### src/tiv_defs.vh
// Constants for the triple interval timer: offsets, fields, resets, timing.
// Included by the timer design files; holds definitions only.
`ifndef TIV_DEFS_VH
`define TIV_DEFS_VH

// Block placement in local I/O space, and register byte offsets
`define TIV_TIMER_BLOCK_BASE 16'h4000
`define TIV_OFF_COUNTER_ZERO_DATA 5'h00
`define TIV_OFF_COUNTER_ONE_DATA 5'h04
`define TIV_OFF_COUNTER_TWO_DATA 5'h08
`define TIV_OFF_COUNTER_CONTROL_BYTE 5'h0C
`define TIV_OFF_IRQ_STS_KEEP 5'h10
`define TIV_OFF_IRQ_STS_CLEAR 5'h14

// Control byte fields
`define TIV_CB_SEL 7:6
`define TIV_CB_RW 5:4
`define TIV_CB_MODE 3:1
`define TIV_CB_BCD 0
`define TIV_SEL_READBACK 2'h3
`define TIV_RB_NO_COUNT 5
`define TIV_RB_NO_STATUS 4

// Byte access formats
`define TIV_RW_LATCH 2'h0
`define TIV_RW_LSB 2'h1
`define TIV_RW_MSB 2'h2
`define TIV_RW_BOTH 2'h3

// Counting modes as kept by the engine
`define TIV_MODE_ONESHOT 3'h0
`define TIV_MODE_HW_ONESHOT 3'h1
`define TIV_MODE_SQUARE 3'h3
`define TIV_MODE_HW_STROBE 3'h5

// Interrupt status register fields
`define TIV_ST_EXP 1:0
`define TIV_ST_EN 5:4

// Reset values
`define TIV_RST_EN 2'h0
`define TIV_RST_EXP 2'h0
`define TIV_RST_MODE 3'h0
`define TIV_RST_RW 2'h3
`define TIV_RST_COUNT 16'h0000

// Timing: system clock and the fixed counter clock
`define TIV_SYS_CLK_HZ 100000000
`define TIV_FIXED_CLK_HZ 10000000
`define TIV_FIXED_DIV (`TIV_SYS_CLK_HZ / `TIV_FIXED_CLK_HZ)

`endif

### src/tiv_sync.v
// Two-flop synchronisers with falling-edge detect for the connector inputs.
// Assumes asynchronous pin levels; edges compare the second stage with a third flop.
`timescale 1ns/1ns
`default_nettype none

module tiv_sync (
   // Clock and reset
   input wire clk,
   input wire resetn,
   // Raw levels
   input wire [2:0] d,
   // Synchronised levels and high-to-low pulses
   output wire [2:0] q,
   output wire [2:0] fall
);
   reg [2:0] meta_r;
   reg [2:0] sync_r;
   reg [2:0] prev_r;

   always @(posedge clk) begin
      if (!resetn) begin
         meta_r <= 3'h7;
         sync_r <= 3'h7;
         prev_r <= 3'h7;
      end else begin
         meta_r <= d;
         sync_r <= meta_r;
         prev_r <= sync_r;
      end
   end

   assign q = sync_r;
   assign fall = prev_r & ~sync_r;
endmodule

`default_nettype wire

### src/tiv_timer.v
// Triple interval timer: three 16-bit down counters behind a bytewide port.
// Assumes one-cycle IO_RD/IO_WR strobes synchronous to CLK_SYS.
`timescale 1ns/1ns
`default_nettype none
`include "tiv_defs.vh"

module tiv_timer (
   // System
   input wire CLK_SYS,
   input wire RESETN,
   // Local I/O register port
   input wire [15:0] IO_ADDR,
   input wire IO_RD,
   input wire IO_WR,
   input wire [7:0] IO_WDATA,
   output reg [7:0] IO_RDATA,
   output reg IO_ACK,
   // Board control bit enabling modes 1 and 5 on counter zero only
   input wire MODES15_EN,
   // Connector pins, active low
   input wire TMR_MINOR_IP_N,
   input wire TMR_MAJOR_IP_N,
   output wire TMR1_EXT_OP_N,
   output wire TMR2_EXT_OP_N,
   // Interrupt requests
   output wire TMR_IRQ,
   output wire LOCAL_IRQ3
);
   localparam integer FIX_DIV_INT = `TIV_FIXED_DIV - 1;
   localparam [3:0] FIX_DIV_LAST = FIX_DIV_INT[3:0];
   localparam [15:0] BLOCK_BASE = `TIV_TIMER_BLOCK_BASE;

   function [15:0] dec1;
      input [15:0] v;
      input bcd;
      reg [15:0] r;
      reg borrow;
      integer k;
      begin
         r = v;
         borrow = 1'b1;
         if (!bcd) begin
            r = v - 16'h0001;
         end else begin
            for (k = 0; k < 4; k = k + 1) begin
               if (borrow) begin
                  if (r[4*k +: 4] == 4'h0) begin
                     r[4*k +: 4] = 4'h9;
                  end else begin
                     r[4*k +: 4] = r[4*k +: 4] - 4'h1;
                     borrow = 1'b0;
                  end
               end
            end
         end
         dec1 = r;
      end
   endfunction

   function [7:0] pick_byte;
      input [15:0] v;
      input [1:0] rw;
      input hi;
      begin
         if (rw == `TIV_RW_MSB || (rw == `TIV_RW_BOTH && hi))
            pick_byte = v[15:8];
         else
            pick_byte = v[7:0];
      end
   endfunction

   function [2:0] eff_mode;
      input [2:0] m;
      input ok15;
      begin
         case (m)
            3'h1: eff_mode = ok15 ? `TIV_MODE_HW_ONESHOT : `TIV_MODE_ONESHOT;
            3'h5: eff_mode = ok15 ? `TIV_MODE_HW_STROBE : `TIV_MODE_ONESHOT;
            3'h0, 3'h4: eff_mode = `TIV_MODE_ONESHOT;
            default: eff_mode = `TIV_MODE_SQUARE;
         endcase
      end
   endfunction

   // Pin conditioning: bit 0 counter zero clock, 1 its gate, 2 mode strap
   wire [2:0] pin_q;
   wire [2:0] pin_fall;

   tiv_sync u_sync (
      .clk(CLK_SYS),
      .resetn(RESETN),
      .d({MODES15_EN, TMR_MAJOR_IP_N, TMR_MINOR_IP_N}),
      .q(pin_q),
      .fall(pin_fall)
   );

   // Fixed 10 MHz count ticks for counters one and two
   reg [3:0] fix_div_r;
   wire fix_tick = (fix_div_r == FIX_DIV_LAST);

   always @(posedge CLK_SYS) begin
      if (!RESETN)
         fix_div_r <= 4'h0;
      else if (fix_tick)
         fix_div_r <= 4'h0;
      else
         fix_div_r <= fix_div_r + 4'h1;
   end

   wire [2:0] tick = {fix_tick, fix_tick, pin_fall[0]};
   wire [2:0] trig = {2'b00, pin_fall[1]};
   wire [2:0] ok15 = {2'b00, pin_q[2]};

   // Register decode
   wire blk_hit = (IO_ADDR[15:5] == BLOCK_BASE[15:5]);
   wire [4:0] off = IO_ADDR[4:0];
   reg [2:0] cnt_wr;
   reg [2:0] cnt_rd;
   reg ctl_wr;
   reg sts_wr;
   reg sts_rd;
   reg sts_clr;

   always @* begin
      cnt_wr = 3'h0;
      cnt_rd = 3'h0;
      ctl_wr = 1'b0;
      sts_wr = 1'b0;
      sts_rd = 1'b0;
      sts_clr = 1'b0;
      if (blk_hit && (IO_RD || IO_WR)) begin
         if (off == `TIV_OFF_COUNTER_ZERO_DATA) begin
            cnt_wr[0] = IO_WR;
            cnt_rd[0] = IO_RD;
         end else if (off == `TIV_OFF_COUNTER_ONE_DATA) begin
            cnt_wr[1] = IO_WR;
            cnt_rd[1] = IO_RD;
         end else if (off == `TIV_OFF_COUNTER_TWO_DATA) begin
            cnt_wr[2] = IO_WR;
            cnt_rd[2] = IO_RD;
         end else if (off == `TIV_OFF_COUNTER_CONTROL_BYTE) begin
            ctl_wr = IO_WR;
         end else if (off == `TIV_OFF_IRQ_STS_KEEP) begin
            sts_wr = IO_WR;
            sts_rd = IO_RD;
         end else if (off == `TIV_OFF_IRQ_STS_CLEAR) begin
            sts_wr = IO_WR;
            sts_rd = IO_RD;
            sts_clr = IO_RD;
         end
      end
   end

   // Control byte steering and readback command
   reg [2:0] ctl_we;
   reg [2:0] latch_cnt;
   reg [2:0] latch_sts;
   integer ci;

   always @* begin
      ctl_we = 3'h0;
      latch_cnt = 3'h0;
      latch_sts = 3'h0;
      if (ctl_wr) begin
         if (IO_WDATA[`TIV_CB_SEL] == `TIV_SEL_READBACK) begin
            for (ci = 0; ci < 3; ci = ci + 1) begin
               latch_cnt[ci] = IO_WDATA[ci + 1] & ~IO_WDATA[`TIV_RB_NO_COUNT];
               latch_sts[ci] = IO_WDATA[ci + 1] & ~IO_WDATA[`TIV_RB_NO_STATUS];
            end
         end else begin
            ctl_we[IO_WDATA[`TIV_CB_SEL]] = 1'b1;
         end
      end
   end

   // Counter engines
   wire [2:0] cnt_out;
   wire [23:0] rd_bytes;
   genvar gi;

   generate
      for (gi = 0; gi < 3; gi = gi + 1) begin : g_cnt
         reg [2:0] mode_r;
         reg bcd_r;
         reg [1:0] rw_r;
         reg [15:0] cr_r;
         reg [15:0] ce_r;
         reg [15:0] ol_r;
         reg [7:0] st_r;
         reg out_r;
         reg pend_r;
         reg run_r;
         reg armed_r;
         reg have_r;
         reg wlo_r;
         reg rhi_r;
         reg olat_r;
         reg stlat_r;
         reg null_r;
         wire [15:0] ce_dec = dec1(ce_r, bcd_r);
         wire [15:0] ce_dec2 = dec1(ce_dec, bcd_r);
         wire [15:0] cr_even = {cr_r[15:1], 1'b0};
         wire sq_term = (out_r && cr_r[0]) ? (ce_r == 16'h0000) : (ce_r == 16'h0002);
         wire [2:0] new_mode = eff_mode(IO_WDATA[`TIV_CB_MODE], ok15[gi]);
         wire byte_done = cnt_wr[gi] && (rw_r != `TIV_RW_BOTH || wlo_r);

         always @(posedge CLK_SYS) begin
            if (!RESETN) begin
               mode_r <= `TIV_RST_MODE;
               bcd_r <= 1'b0;
               rw_r <= `TIV_RST_RW;
               cr_r <= `TIV_RST_COUNT;
               ce_r <= `TIV_RST_COUNT;
               ol_r <= `TIV_RST_COUNT;
               st_r <= 8'h00;
               out_r <= 1'b1;
               pend_r <= 1'b0;
               run_r <= 1'b0;
               armed_r <= 1'b0;
               have_r <= 1'b0;
               wlo_r <= 1'b0;
               rhi_r <= 1'b0;
               olat_r <= 1'b0;
               stlat_r <= 1'b0;
               null_r <= 1'b1;
            end else begin
               if (trig[gi])
                  armed_r <= 1'b1;
               // Count engine, advanced on this counter's tick
               if (tick[gi]) begin
                  case (mode_r)
                     `TIV_MODE_ONESHOT: begin
                        if (pend_r) begin
                           ce_r <= cr_r;
                           pend_r <= 1'b0;
                           run_r <= 1'b1;
                           null_r <= 1'b0;
                        end else if (run_r) begin
                           ce_r <= ce_dec;
                           if (ce_dec == 16'h0000)
                              out_r <= 1'b1;
                        end
                     end
                     `TIV_MODE_HW_ONESHOT: begin
                        if (armed_r && have_r) begin
                           ce_r <= cr_r;
                           out_r <= 1'b0;
                           armed_r <= trig[gi];
                           run_r <= 1'b1;
                           null_r <= 1'b0;
                        end else if (run_r) begin
                           ce_r <= ce_dec;
                           if (ce_dec == 16'h0000) begin
                              out_r <= 1'b1;
                              run_r <= 1'b0;
                           end
                        end
                     end
                     `TIV_MODE_HW_STROBE: begin
                        if (armed_r && have_r) begin
                           ce_r <= cr_r;
                           out_r <= 1'b1;
                           armed_r <= trig[gi];
                           run_r <= 1'b1;
                           null_r <= 1'b0;
                        end else if (!out_r) begin
                           out_r <= 1'b1;
                        end else if (run_r) begin
                           ce_r <= ce_dec;
                           if (ce_dec == 16'h0000) begin
                              out_r <= 1'b0;
                              run_r <= 1'b0;
                           end
                        end
                     end
                     default: begin
                        // Gate fall on counter zero restarts the wave at its next tick
                        if ((pend_r && !run_r) || (armed_r && have_r)) begin
                           ce_r <= cr_even;
                           out_r <= 1'b1;
                           pend_r <= 1'b0;
                           armed_r <= trig[gi];
                           run_r <= 1'b1;
                           null_r <= 1'b0;
                        end else if (run_r) begin
                           if (sq_term) begin
                              out_r <= ~out_r;
                              ce_r <= cr_even;
                              pend_r <= 1'b0;
                              null_r <= 1'b0;
                           end else begin
                              ce_r <= ce_dec2;
                           end
                        end
                     end
                  endcase
               end
               // Latches for readback
               if (latch_cnt[gi] && !olat_r) begin
                  ol_r <= ce_r;
                  olat_r <= 1'b1;
               end
               if (latch_sts[gi] && !stlat_r) begin
                  st_r <= {out_r, null_r, rw_r, mode_r, bcd_r};
                  stlat_r <= 1'b1;
               end
               // Data reads: status first, then latched or live count
               if (cnt_rd[gi]) begin
                  if (stlat_r) begin
                     stlat_r <= 1'b0;
                  end else begin
                     if (rw_r == `TIV_RW_BOTH)
                        rhi_r <= ~rhi_r;
                     if (olat_r && (rw_r != `TIV_RW_BOTH || rhi_r))
                        olat_r <= 1'b0;
                  end
               end
               // Data writes
               if (cnt_wr[gi]) begin
                  case (rw_r)
                     `TIV_RW_LSB: cr_r <= {8'h00, IO_WDATA};
                     `TIV_RW_MSB: cr_r <= {IO_WDATA, 8'h00};
                     default: begin
                        if (wlo_r)
                           cr_r[15:8] <= IO_WDATA;
                        else
                           cr_r[7:0] <= IO_WDATA;
                        wlo_r <= ~wlo_r;
                     end
                  endcase
               end
               if (byte_done) begin
                  pend_r <= 1'b1;
                  have_r <= 1'b1;
                  null_r <= 1'b1;
                  if (mode_r == `TIV_MODE_ONESHOT)
                     out_r <= 1'b0;
               end
               // Control byte for this counter
               if (ctl_we[gi]) begin
                  if (IO_WDATA[`TIV_CB_RW] == `TIV_RW_LATCH) begin
                     if (!olat_r) begin
                        ol_r <= ce_r;
                        olat_r <= 1'b1;
                     end
                  end else begin
                     mode_r <= new_mode;
                     bcd_r <= IO_WDATA[`TIV_CB_BCD];
                     rw_r <= IO_WDATA[`TIV_CB_RW];
                     out_r <= (new_mode != `TIV_MODE_ONESHOT);
                     wlo_r <= 1'b0;
                     rhi_r <= 1'b0;
                     olat_r <= 1'b0;
                     pend_r <= 1'b0;
                     run_r <= 1'b0;
                     armed_r <= 1'b0;
                     have_r <= 1'b0;
                     null_r <= 1'b1;
                  end
               end
            end
         end

         assign cnt_out[gi] = out_r;
         assign rd_bytes[gi*8 +: 8] = stlat_r ? st_r : pick_byte(olat_r ? ol_r : ce_r, rw_r, rhi_r);
      end
   endgenerate

   // Expiration status and interrupt enables
   reg [1:0] exp_r;
   reg [1:0] en_r;
   reg [2:0] out_d_r;
   wire [1:0] rise = {cnt_out[2] & ~out_d_r[2], cnt_out[0] & ~out_d_r[0]};

   always @(posedge CLK_SYS) begin
      if (!RESETN) begin
         exp_r <= `TIV_RST_EXP;
         en_r <= `TIV_RST_EN;
         out_d_r <= 3'h7;
      end else begin
         out_d_r <= cnt_out;
         exp_r <= (sts_clr ? 2'h0 : exp_r) | rise;
         if (sts_wr)
            en_r <= IO_WDATA[`TIV_ST_EN];
      end
   end

   assign TMR_IRQ = |(exp_r & en_r);
   assign LOCAL_IRQ3 = cnt_out[1];
   assign TMR1_EXT_OP_N = ~cnt_out[1];
   assign TMR2_EXT_OP_N = ~cnt_out[2];

   // Bus answer, one cycle after the strobe
   reg [7:0] rd_mux;

   always @* begin
      rd_mux = 8'h00;
      if (cnt_rd[0])
         rd_mux = rd_bytes[7:0];
      else if (cnt_rd[1])
         rd_mux = rd_bytes[15:8];
      else if (cnt_rd[2])
         rd_mux = rd_bytes[23:16];
      else if (sts_rd)
         rd_mux = {2'b00, en_r, 2'b00, exp_r};
   end

   always @(posedge CLK_SYS) begin
      if (!RESETN) begin
         IO_RDATA <= 8'h00;
         IO_ACK <= 1'b0;
      end else begin
         IO_ACK <= blk_hit && (IO_RD || IO_WR);
         if (IO_RD && blk_hit)
            IO_RDATA <= rd_mux;
      end
   end
endmodule

`default_nettype wire

### config.mk
export PLATFORM = sky130hd
export DESIGN_NAME = tiv_timer
export DESIGN_NICKNAME = d
export VERILOG_FILES = /design/src/tiv_sync.v /design/src/tiv_timer.v
export VERILOG_INCLUDE_DIRS = /design/src
export SDC_FILE = /design/constraint.sdc
export NUM_CORES = 1
export LEC_CHECK = 0
export ABC_AREA = 1
export BUFFER_PORTS_ARGS = -buffer_cell sky130_fd_sc_hd__buf_2
export CAP_MARGIN = 15
export CORE_AREA = 4 4 202 204
export CTS_BUF_LIST = sky130_fd_sc_hd__clkbuf_4
export DETAILED_ROUTE_END_ITERATION = 8
export DIE_AREA = 0 0 206 208
export PLACE_DENSITY = 0.67
export SYNTH_ARGS = -nofsm -noshare
export SYNTH_HDL_FRONTEND = slang
export SYNTH_SLANG_ARGS = --single-unit
### constraint.sdc
create_clock -name CLK_SYS -period 2.9 [get_ports CLK_SYS]
set_clock_uncertainty 0.05 [all_clocks]
set_input_delay 0 -clock CLK_SYS [delete_from_list [all_inputs] [get_ports CLK_SYS]]
set_output_delay 0 -clock CLK_SYS [all_outputs]
set_load 0.05 [all_outputs]
==> results of run 1 <==
cells by family after synthesis:
logic type / after synthesis
AOI/OAI and AO/OA: 693
xor gates and xnor gates: 27
adders and majority gates: 31
buffers and inverters: 457
DFF: 235
muxes: 4
and+or+nand+nor: 1174
power groups by stage:
stage / combinational [W] / sequential (W) / clock (W)
floorplan: 0.000525 / 0.00334 / 0
global placement: 0.000745 / 0.00335 / 0
detailed placement: 0.000748 / 0.00335 / 0
CTS: 0.000775 / 0.00328 / 0.00335
global route: 0.000881 / 0.00328 / 0.00353
finish: 0.000799 / 0.00328 / 0.00329
cell usage after synthesis, types with 13 or more instances:
master / count / share of area
nand2_1: 591 / 0.13
inv_1: 340 / 0.077
o21ai_0: 258 / 0.078
nor2_1: 247 / 0.056
dfxtp_1: 235 / 0.28
a21oi_1: 177 / 0.053
nand3_1: 175 / 0.053
clkbuf_1: 69 / 0.016
o32ai_1: 35 / 0.018
a211oi_1: 34 / 0.015
a221oi_1: 33 / 0.017
ha_1: 31 / 0.023
o211ai_1: 31 / 0.014
nand2_2: 29 / 0.011
nand4_1: 28 / 0.011
nor2_2: 25 / 0.0094
o221ai_1: 22 / 0.012
xor2_1: 22 / 0.012
o21ai_1: 20 / 0.0060
inv_2: 19 / 0.0043
nor2_4: 18 / 0.012
o31ai_1: 18 / 0.0081
buf_2: 15 / 0.0045
o22ai_1: 15 / 0.0057
a31oi_1: 13 / 0.0049
or2_2: 13 / 0.0049
stage by stage:
step / hold WS, ns / power (W) / setup slack [ns] / std cells
after global routing: 0.1472 / 0.007696 / -0.02963 / 3339
after global placement: 0.1341 / 0.004095 / 0.2092 / 3162
after CTS: 0.007886 / 0.007405 / 0.09696 / 3334
after floorplan: 0.05658 / 0.003864 / 0.4256 / 2621
final: 0.1019 / 0.007372 / 0.05682 / 3340
after detailed placement: 0.1398 / 0.004099 / 0.1755 / 3162
area by class of cell:
class	count	share of cell area
flip-flops and latches	235	0.2473
clock buffers	102	0.04024
inverters	365	0.07239
repair buffers	159	0.06364
diodes	3	0.0003945
multi-input cells	1929	0.5346
well taps	525	0.03452
clock inverters	22	0.006903
critical path: cells and delay by family:
kind	cells	cell delay, ns
AOI/OAI and AO/OA	4	0.59
and+or+nand+nor	2	0.21
buffers and inverters	7	2.71
routing by layer:
layer	vias up	global-route usage	wire, um
li1	9148	-	-
met1	8838	0.3393	24480
met2	776	0.4396	27570
met3	172	0.05549	4480
met4	10	0.1276	2771
met5	-	0	58
worst min-delay path by stage:
stage / start / end / slack [ns] / depth (start not counted)
after detailed placement: TMR_MINOR_IP_N / u_sync.meta_r[0] / 0.14 / 2
final: IO_ADDR[4] / g_cnt[1].ol_r[2] / 0.10 / 8
after CTS: IO_ADDR[4] / g_cnt[1].ol_r[2] / 0.008 / 8
after global routing: IO_ADDR[4] / g_cnt[2].rw_r[1] / 0.15 / 7
after global placement: TMR_MAJOR_IP_N / u_sync.meta_r[1] / 0.13 / 2
after floorplan: TMR_MINOR_IP_N / u_sync.meta_r[0] / 0.06 / 1
repair_timing:
item	in CTS	in global routing
hold buffers	48	0
resized for setup	0	16
setup buffers	0	3
hold endpoints to repair	201	0
endpoints found under the setup margin	0	22
==> run_results.csv, run 1 <==
group,metric,value,unit
worst_setup_path,arrival,3.50,ns
timing,hold_violations,0,
logic_synthesis,synth_seq_cells,235,
logic_synthesis,netlist_area,16580,um2
detailed_routing,wl,59.36,mm
power,switching_power,0.002167,W
timing,maxSlewViolCount,0,
die,die_w,206,um
timing,fin_crit_sh,0.9804,
outcome,run_status,"finished clean",
detailed_routing,vias,18944,
cts,cts_tree,"yes",
worst_setup_path,end_kind,"flop",
logic_synthesis,synth_top_family_by_area,"simple AND/OR/NAND/NOR gates",
final_layout,drive_gt1_frac,0.1348,
final_layout,final-seq-area,4706,um2
cts,clk_pin_slew,0.07,ns
power,power_density,387.4,nW/um2
detailed_routing,via_per_inst,5.672,
power,combinationalPowerShare,0.108,
final_layout,final_nets,2822,
die,die_h,208,um
timing,fin_crit,2.843,ns
worst_setup_path,crit_type,"input pin to flop",
logic_synthesis,ys_types,59,
grt,grt_usage,0.2695,
final_layout,utilization,0.4845,
timing,slew_headroom,0.5053,
final_layout,mostFrequentLayoutCells,"nand2_1 (591), inv_1 (335), o21ai_0 (258)",
power,peakVddDrop,245.9,uV
worst_setup_path,endpoint,"g_cnt[1].bcd_r",
detailed_routing,routedWlPerCell,17.77,um
timing,setup_violations,0,
die,dieArea,42850,um2
placed_design,io_buffers,43,
power,seqPwrFrac,0.445,
worst_setup_path,r2r_slack,0.22,ns
worst_setup_path,crit_fanout,5,
grt,antenna_found_initial,7,
placed_design,gp_congestion,0.9728,
power,switching_share,0.2939,
die,start_util,0.4222,
logic_synthesis,synthAdderAreaFrac,0.02339,
logic_synthesis,syn_nets,2683,
final_layout,final_cell_area,19030,um2
placed_design,hpwl,43.77,mm
logic_synthesis,synth_mux_area_frac,0.002415,
timing,fmax,351.7,MHz
cts,clkLatencyLatePin,0.77,ns
worst_setup_path,crit_start,"IO_RD",
logic_synthesis,syn_avg_cell_area,6.326,um2
power,leakage,8.462,nW
cts,clockBufferDepth,3,
detailed_routing,drt-pass1-iter-count,8,
run,max_cap_viol_count,0,
grt,grt_max_degree,50,
logic_synthesis,synth_edf_count,0,
logic_synthesis,yosysSeqAreaShare,0.2837,
logic_synthesis,async_flop_share,0,
timing,fin_setup_tns,0,ns
logic_synthesis,synthSimpleGateAreaFrac,0.3189,
worst_setup_path,crit_path_max_incr_delay,0.59,ns
final_layout,syn_to_final_growth,14.78,%
timing,rsz0062_at_grt,"true",
worst_setup_path,slowest_stage,"dlygate4sd3_1",
cts,htreeDepth,3,
timing,tightest_slew,0.7410,ns
worst_setup_path,worst_ep_required_time,3.56,ns
worst_setup_path,cp-start-kind,"input pin",
cts,cts_sinks,235,
worst_setup_path,rr_endpoint,"g_cnt[2].out_r",
cts,cts_buffers,70,
detailed_routing,drt-initial-drc-count,1758,
placed_design,placed_cell_area,17570,um2
worst_hold_path,min_path_type,"input pin to flop",
final_layout,fillCellCount,4124,
logic_synthesis,synth_xor_area_frac,0.01426,
final_layout,multi_input_area,10170,um2
logic_synthesis,yosysWarnings,0,
logic_synthesis,synth_compound_area_frac,0.2520,
die,pin_count,44,
logic_synthesis,synth_cells,2621,
worst_setup_path,path_common_cell,"dlygate4sd3_1",
detailed_routing,route.detailed.drc,0,
worst_setup_path,path_cells,"dlygate4sd3_1, buf_2, inv_1, a21oi_2, nand3_1, dlygate4sd3_1, inv_1, nand3_1, a21oi_2, o21ai_0, dlygate4sd3_1, a21oi_1, dlygate4sd3_1",
detailed_routing,drtAntennaViolNets,0,
logic_synthesis,synth_ff_type,"dfxtp_1",
grt,grt_overflow,0,
grt,first_global_vias,17869,
final_layout,final_common_cell,"nand2_1",
worst_setup_path,ff2ff_path_depth,20,
power,pwr-share-clk,0.447,
power,p_int,0.005205,W
die,core,39280,um2
die,rows,73,
grt,grt_pass1_wl,94.13,mm
cts,root_buffer,"clkbuf_4",
(Power assumes the default switching activity.)
==> run 2, diff against run 1 <==
ABC_AREA = not set   (was 1)
CORE_AREA = 4 4 194 196   (was 4 4 202 204)
DIE_AREA = 0 0 198 200   (was 0 0 206 208)
==> run 2 against run 1 <==
The run now ends with negative hold slack left. Critical path depth shrank 2. Cell count decreased by 20%. Routed wire length is 10% lower. Sequential power about the same. Clock power decreased by 2%. Highest routed layer is now met4.
==> run_results.csv, run 2 <==
group,metric,value,unit
grt,first_global_vias,15412,
cts,cts_tree,"yes",
placed_design,io_buffers,43,
logic_synthesis,syn_avg_cell_area,7.757,um2
timing,fin_setup_tns,0,ns
timing,fin_crit,2.793,ns
timing,fmax,358.0,MHz
outcome,run_status,"complete, but fails checks",
placed_design,dpl.cell_count,2489,
worst_setup_path,path_buf_inv,2,
final_layout,final_common_cell,"dfxtp_1",
cts,htreeDepth,3,
timing,setup_violations,0,
logic_synthesis,synth_ff_type,"dfxtp_1",
logic_synthesis,syn_nets,2027,
worst_setup_path,arrival,3.35,ns
cts,clockBufferDepth,3,
final_layout,final_nets,2207,
worst_hold_path,hold_depth,6,
logic_synthesis,ys_top_cells_by_count,"dfxtp_1 (235), nand2_1 (222), nor2_1 (207), a21oi_1 (181), clkbuf_1 (123)",
worst_setup_path,crit_path_max_incr_delay,0.56,ns
die,pin_count,44,
logic_synthesis,synth_edf_count,0,
detailed_routing,routedWlPerCell,20.02,um
detailed_routing,drt-pass1-iter-count,6,
timing,rsz0062_at_grt,"true",
placed_design,post-place-ws,0.004124,ns
detailed_routing,drt-initial-drc-count,1443,
logic_synthesis,async_flop_share,0,
grt,grt_usage,0.2625,
worst_setup_path,crit_type,"flop to flop",
grt,antenna_found_initial,1,
final_layout,utilization,0.5110,
cts,clkLatencyLatePin,0.73,ns
outcome,violations,"negative hold slack",
worst_hold_path,hold_end,"IO_RDATA[7]",
grt,grt_overflow,0,
worst_setup_path,crit_fanout,8,
die,rows,70,
logic_synthesis,yosysSeqAreaShare,0.3087,
grt,grt_max_degree,67,
detailed_routing,wl,53.27,mm
worst_setup_path,slowest_stage,"or4bb_4",
worst_setup_path,end_kind,"flop",
worst_setup_path,worst_ep_required_time,3.45,ns
final_layout,final_cell_count_no_fill,2661,
cts,root_buffer,"clkbuf_4",
logic_synthesis,synth_top_area_frac,0.3087,
die,die_h,200,um
timing,setup_ws,0.1066,ns
logic_synthesis,yosys-top-cells-area,"dfxtp_1 (31%), a21oi_1 (5.9%), nand2_1 (5.5%), mux2i_1 (5.1%), nor2_1 (5.1%)",
final_layout,mostFrequentLayoutCells,"dfxtp_1 (233), nand2_1 (222), nor2_1 (203)",
detailed_routing,via_per_inst,6.067,
power,power,0.007171,W
timing,tightest_slew,1.090,ns
die,core,36080,um2
final_layout,drive_gt1_frac,0.2099,
timing,hold_ws,-0.01495,ns
worst_hold_path,hold_start,"IO_ADDR[12]",
final_layout,fillCellCount,3460,
placed_design,hpwl,38.54,mm
logic_synthesis,yosysWarnings,0,
timing,slew_headroom,0.2669,
die,die_w,198,um
power,peakVddDrop,358.1,uV
logic_synthesis,synth_cells,1965,
final_layout,syn_to_final_growth,20.97,%
placed_design,gp_congestion,1.003,
worst_setup_path,ff2ff_path_depth,11,
timing,hold_violations,3,
cts,cts_sinks,235,
worst_setup_path,path_cells,"inv_2, ha_4, or4bb_4, buf_4, nor4b_2, a211o_1, nor2_1, and3_2, and3_1, a311oi_1, a221oi_1",
power,leakage,7.182,nW
worst_setup_path,r2r_slack,0.11,ns
logic_synthesis,yosys.area.top_type,"dfxtp_1",
worst_hold_path,min_path_type,"input pin to flop",
die,start_util,0.4224,
logic_synthesis,ys_types,106,
detailed_routing,route.detailed.drc,0,
logic_synthesis,yosysMostFrequentCell,"dfxtp_1",
worst_setup_path,path_delay_family,"simple AND/OR/NAND/NOR gates",
run,max_cap_viol_count,0,
detailed_routing,drtAntennaViolNets,0,
worst_setup_path,cp-start-kind,"flop",
die,dieArea,39600,um2
grt,grt_pass1_wl,83.96,mm
timing,maxSlewViolCount,0,
timing,fin_crit_sh,0.9632,
power,power_density,388.9,nW/um2
logic_synthesis,netlist_area,15240,um2
detailed_routing,vias,16143,
cts,clk_pin_slew,0.07,ns
cts,cts_buffers,69,
logic_synthesis,synth_seq_cells,235,
==> run 2: layer usage <==
metal / vias to the layer above / wire length [um] / part of all wire / GRT usage
met1: 7660 / 22960 / 0.43 / 0.3574
met2: 743 / 23570 / 0.44 / 0.4029
li1: 7595 / - / - / -
met5: - / 0 / 0 / 0
met4: 0 / 1995 / 0.037 / 0.1155
met3: 145 / 4748 / 0.089 / 0.05673
==> run 2: worst max path at each step <==
stage,from,to,slack [ns],cells past startpoint
2_1_floorplan,flop,flop,-0.002,11
3_3_place_gp,flop,g_cnt[2].out_r,0.004,11
3_5_place_dp,flop,g_cnt[2].out_r,0.004,11
4_1_cts,flop,flop,0.01,11
5_1_grt,flop,flop,-0.004,13
6_report,flop,flop,0.11,11
==> run 2: logic make-up (layout without fill, tap and decap cells) <==
family | after synthesis | after routing | share of synthesized area
simple gates | 779 | 779 | 0.2563
compound gates | 547 | 547 | 0.2306
flops | 235 | 235 | 0.3087
buf+inv | 207 | 434 | 0.05393
mux | 111 | 111 | 0.09350
xor+xnor | 55 | 55 | 0.03160
fa+ha+maj | 31 | 31 | 0.02545
other cells | 0 | 1 | 0
==> run 2: area by class of cell <==
| cell class | instances | area [um2] | share of cell area |
|---|---|---|---|
| clock inverter | 19 | 126.4 | 0.006853 |
| clock buffer | 99 | 743.2 | 0.04031 |
| tap | 468 | 585.6 | 0.03176 |
| antenna | 1 | 2.502 | 0.0001357 |
| sequential | 235 | 4707 | 0.2553 |
| multi-input combinational | 1523 | 10020 | 0.5436 |
| timing repair buffer | 266 | 2061 | 0.1118 |
| inverter | 50 | 190.2 | 0.01031 |
==> run 2: timing repair <==
action,CTS,global route
hold buffers,41,1
gates resized for setup,1,53
endpoints found under the setup margin,1,32
pin swaps,0,4
cloned,0,0
endpoints found under the hold margin,209,1
buffers inserted,0,11
==> run 2: through the flow <==
step | hold WS (ns) | area [um2]
after floorplan | 0.05147 | 15310
after global placement | 0.1387 | 16790
after detailed placement | 0.1390 | 16790
after CTS | 0.02333 | 18080
after global routing | 0.002543 | 18440
final | -0.01495 | 18440
==> run 2: tightest hold or removal path: cells and delay by family <==
kind / cells / cell delay [ns]
AOI/OAI and AO/OA: 1 / 0.10
buffers and inverters: 2 / 0.37
and+or+nand+nor: 3 / 0.26
==> run 2: report_power, final <==
part	internal [W]	switching [W]	leakage, nW	total (W)
clock network	0.00167	0.00156	0.516	0.00323
registers	0.00325	0.0000258	1.90	0.00328
logic	0.000272	0.000398	4.77	0.000670
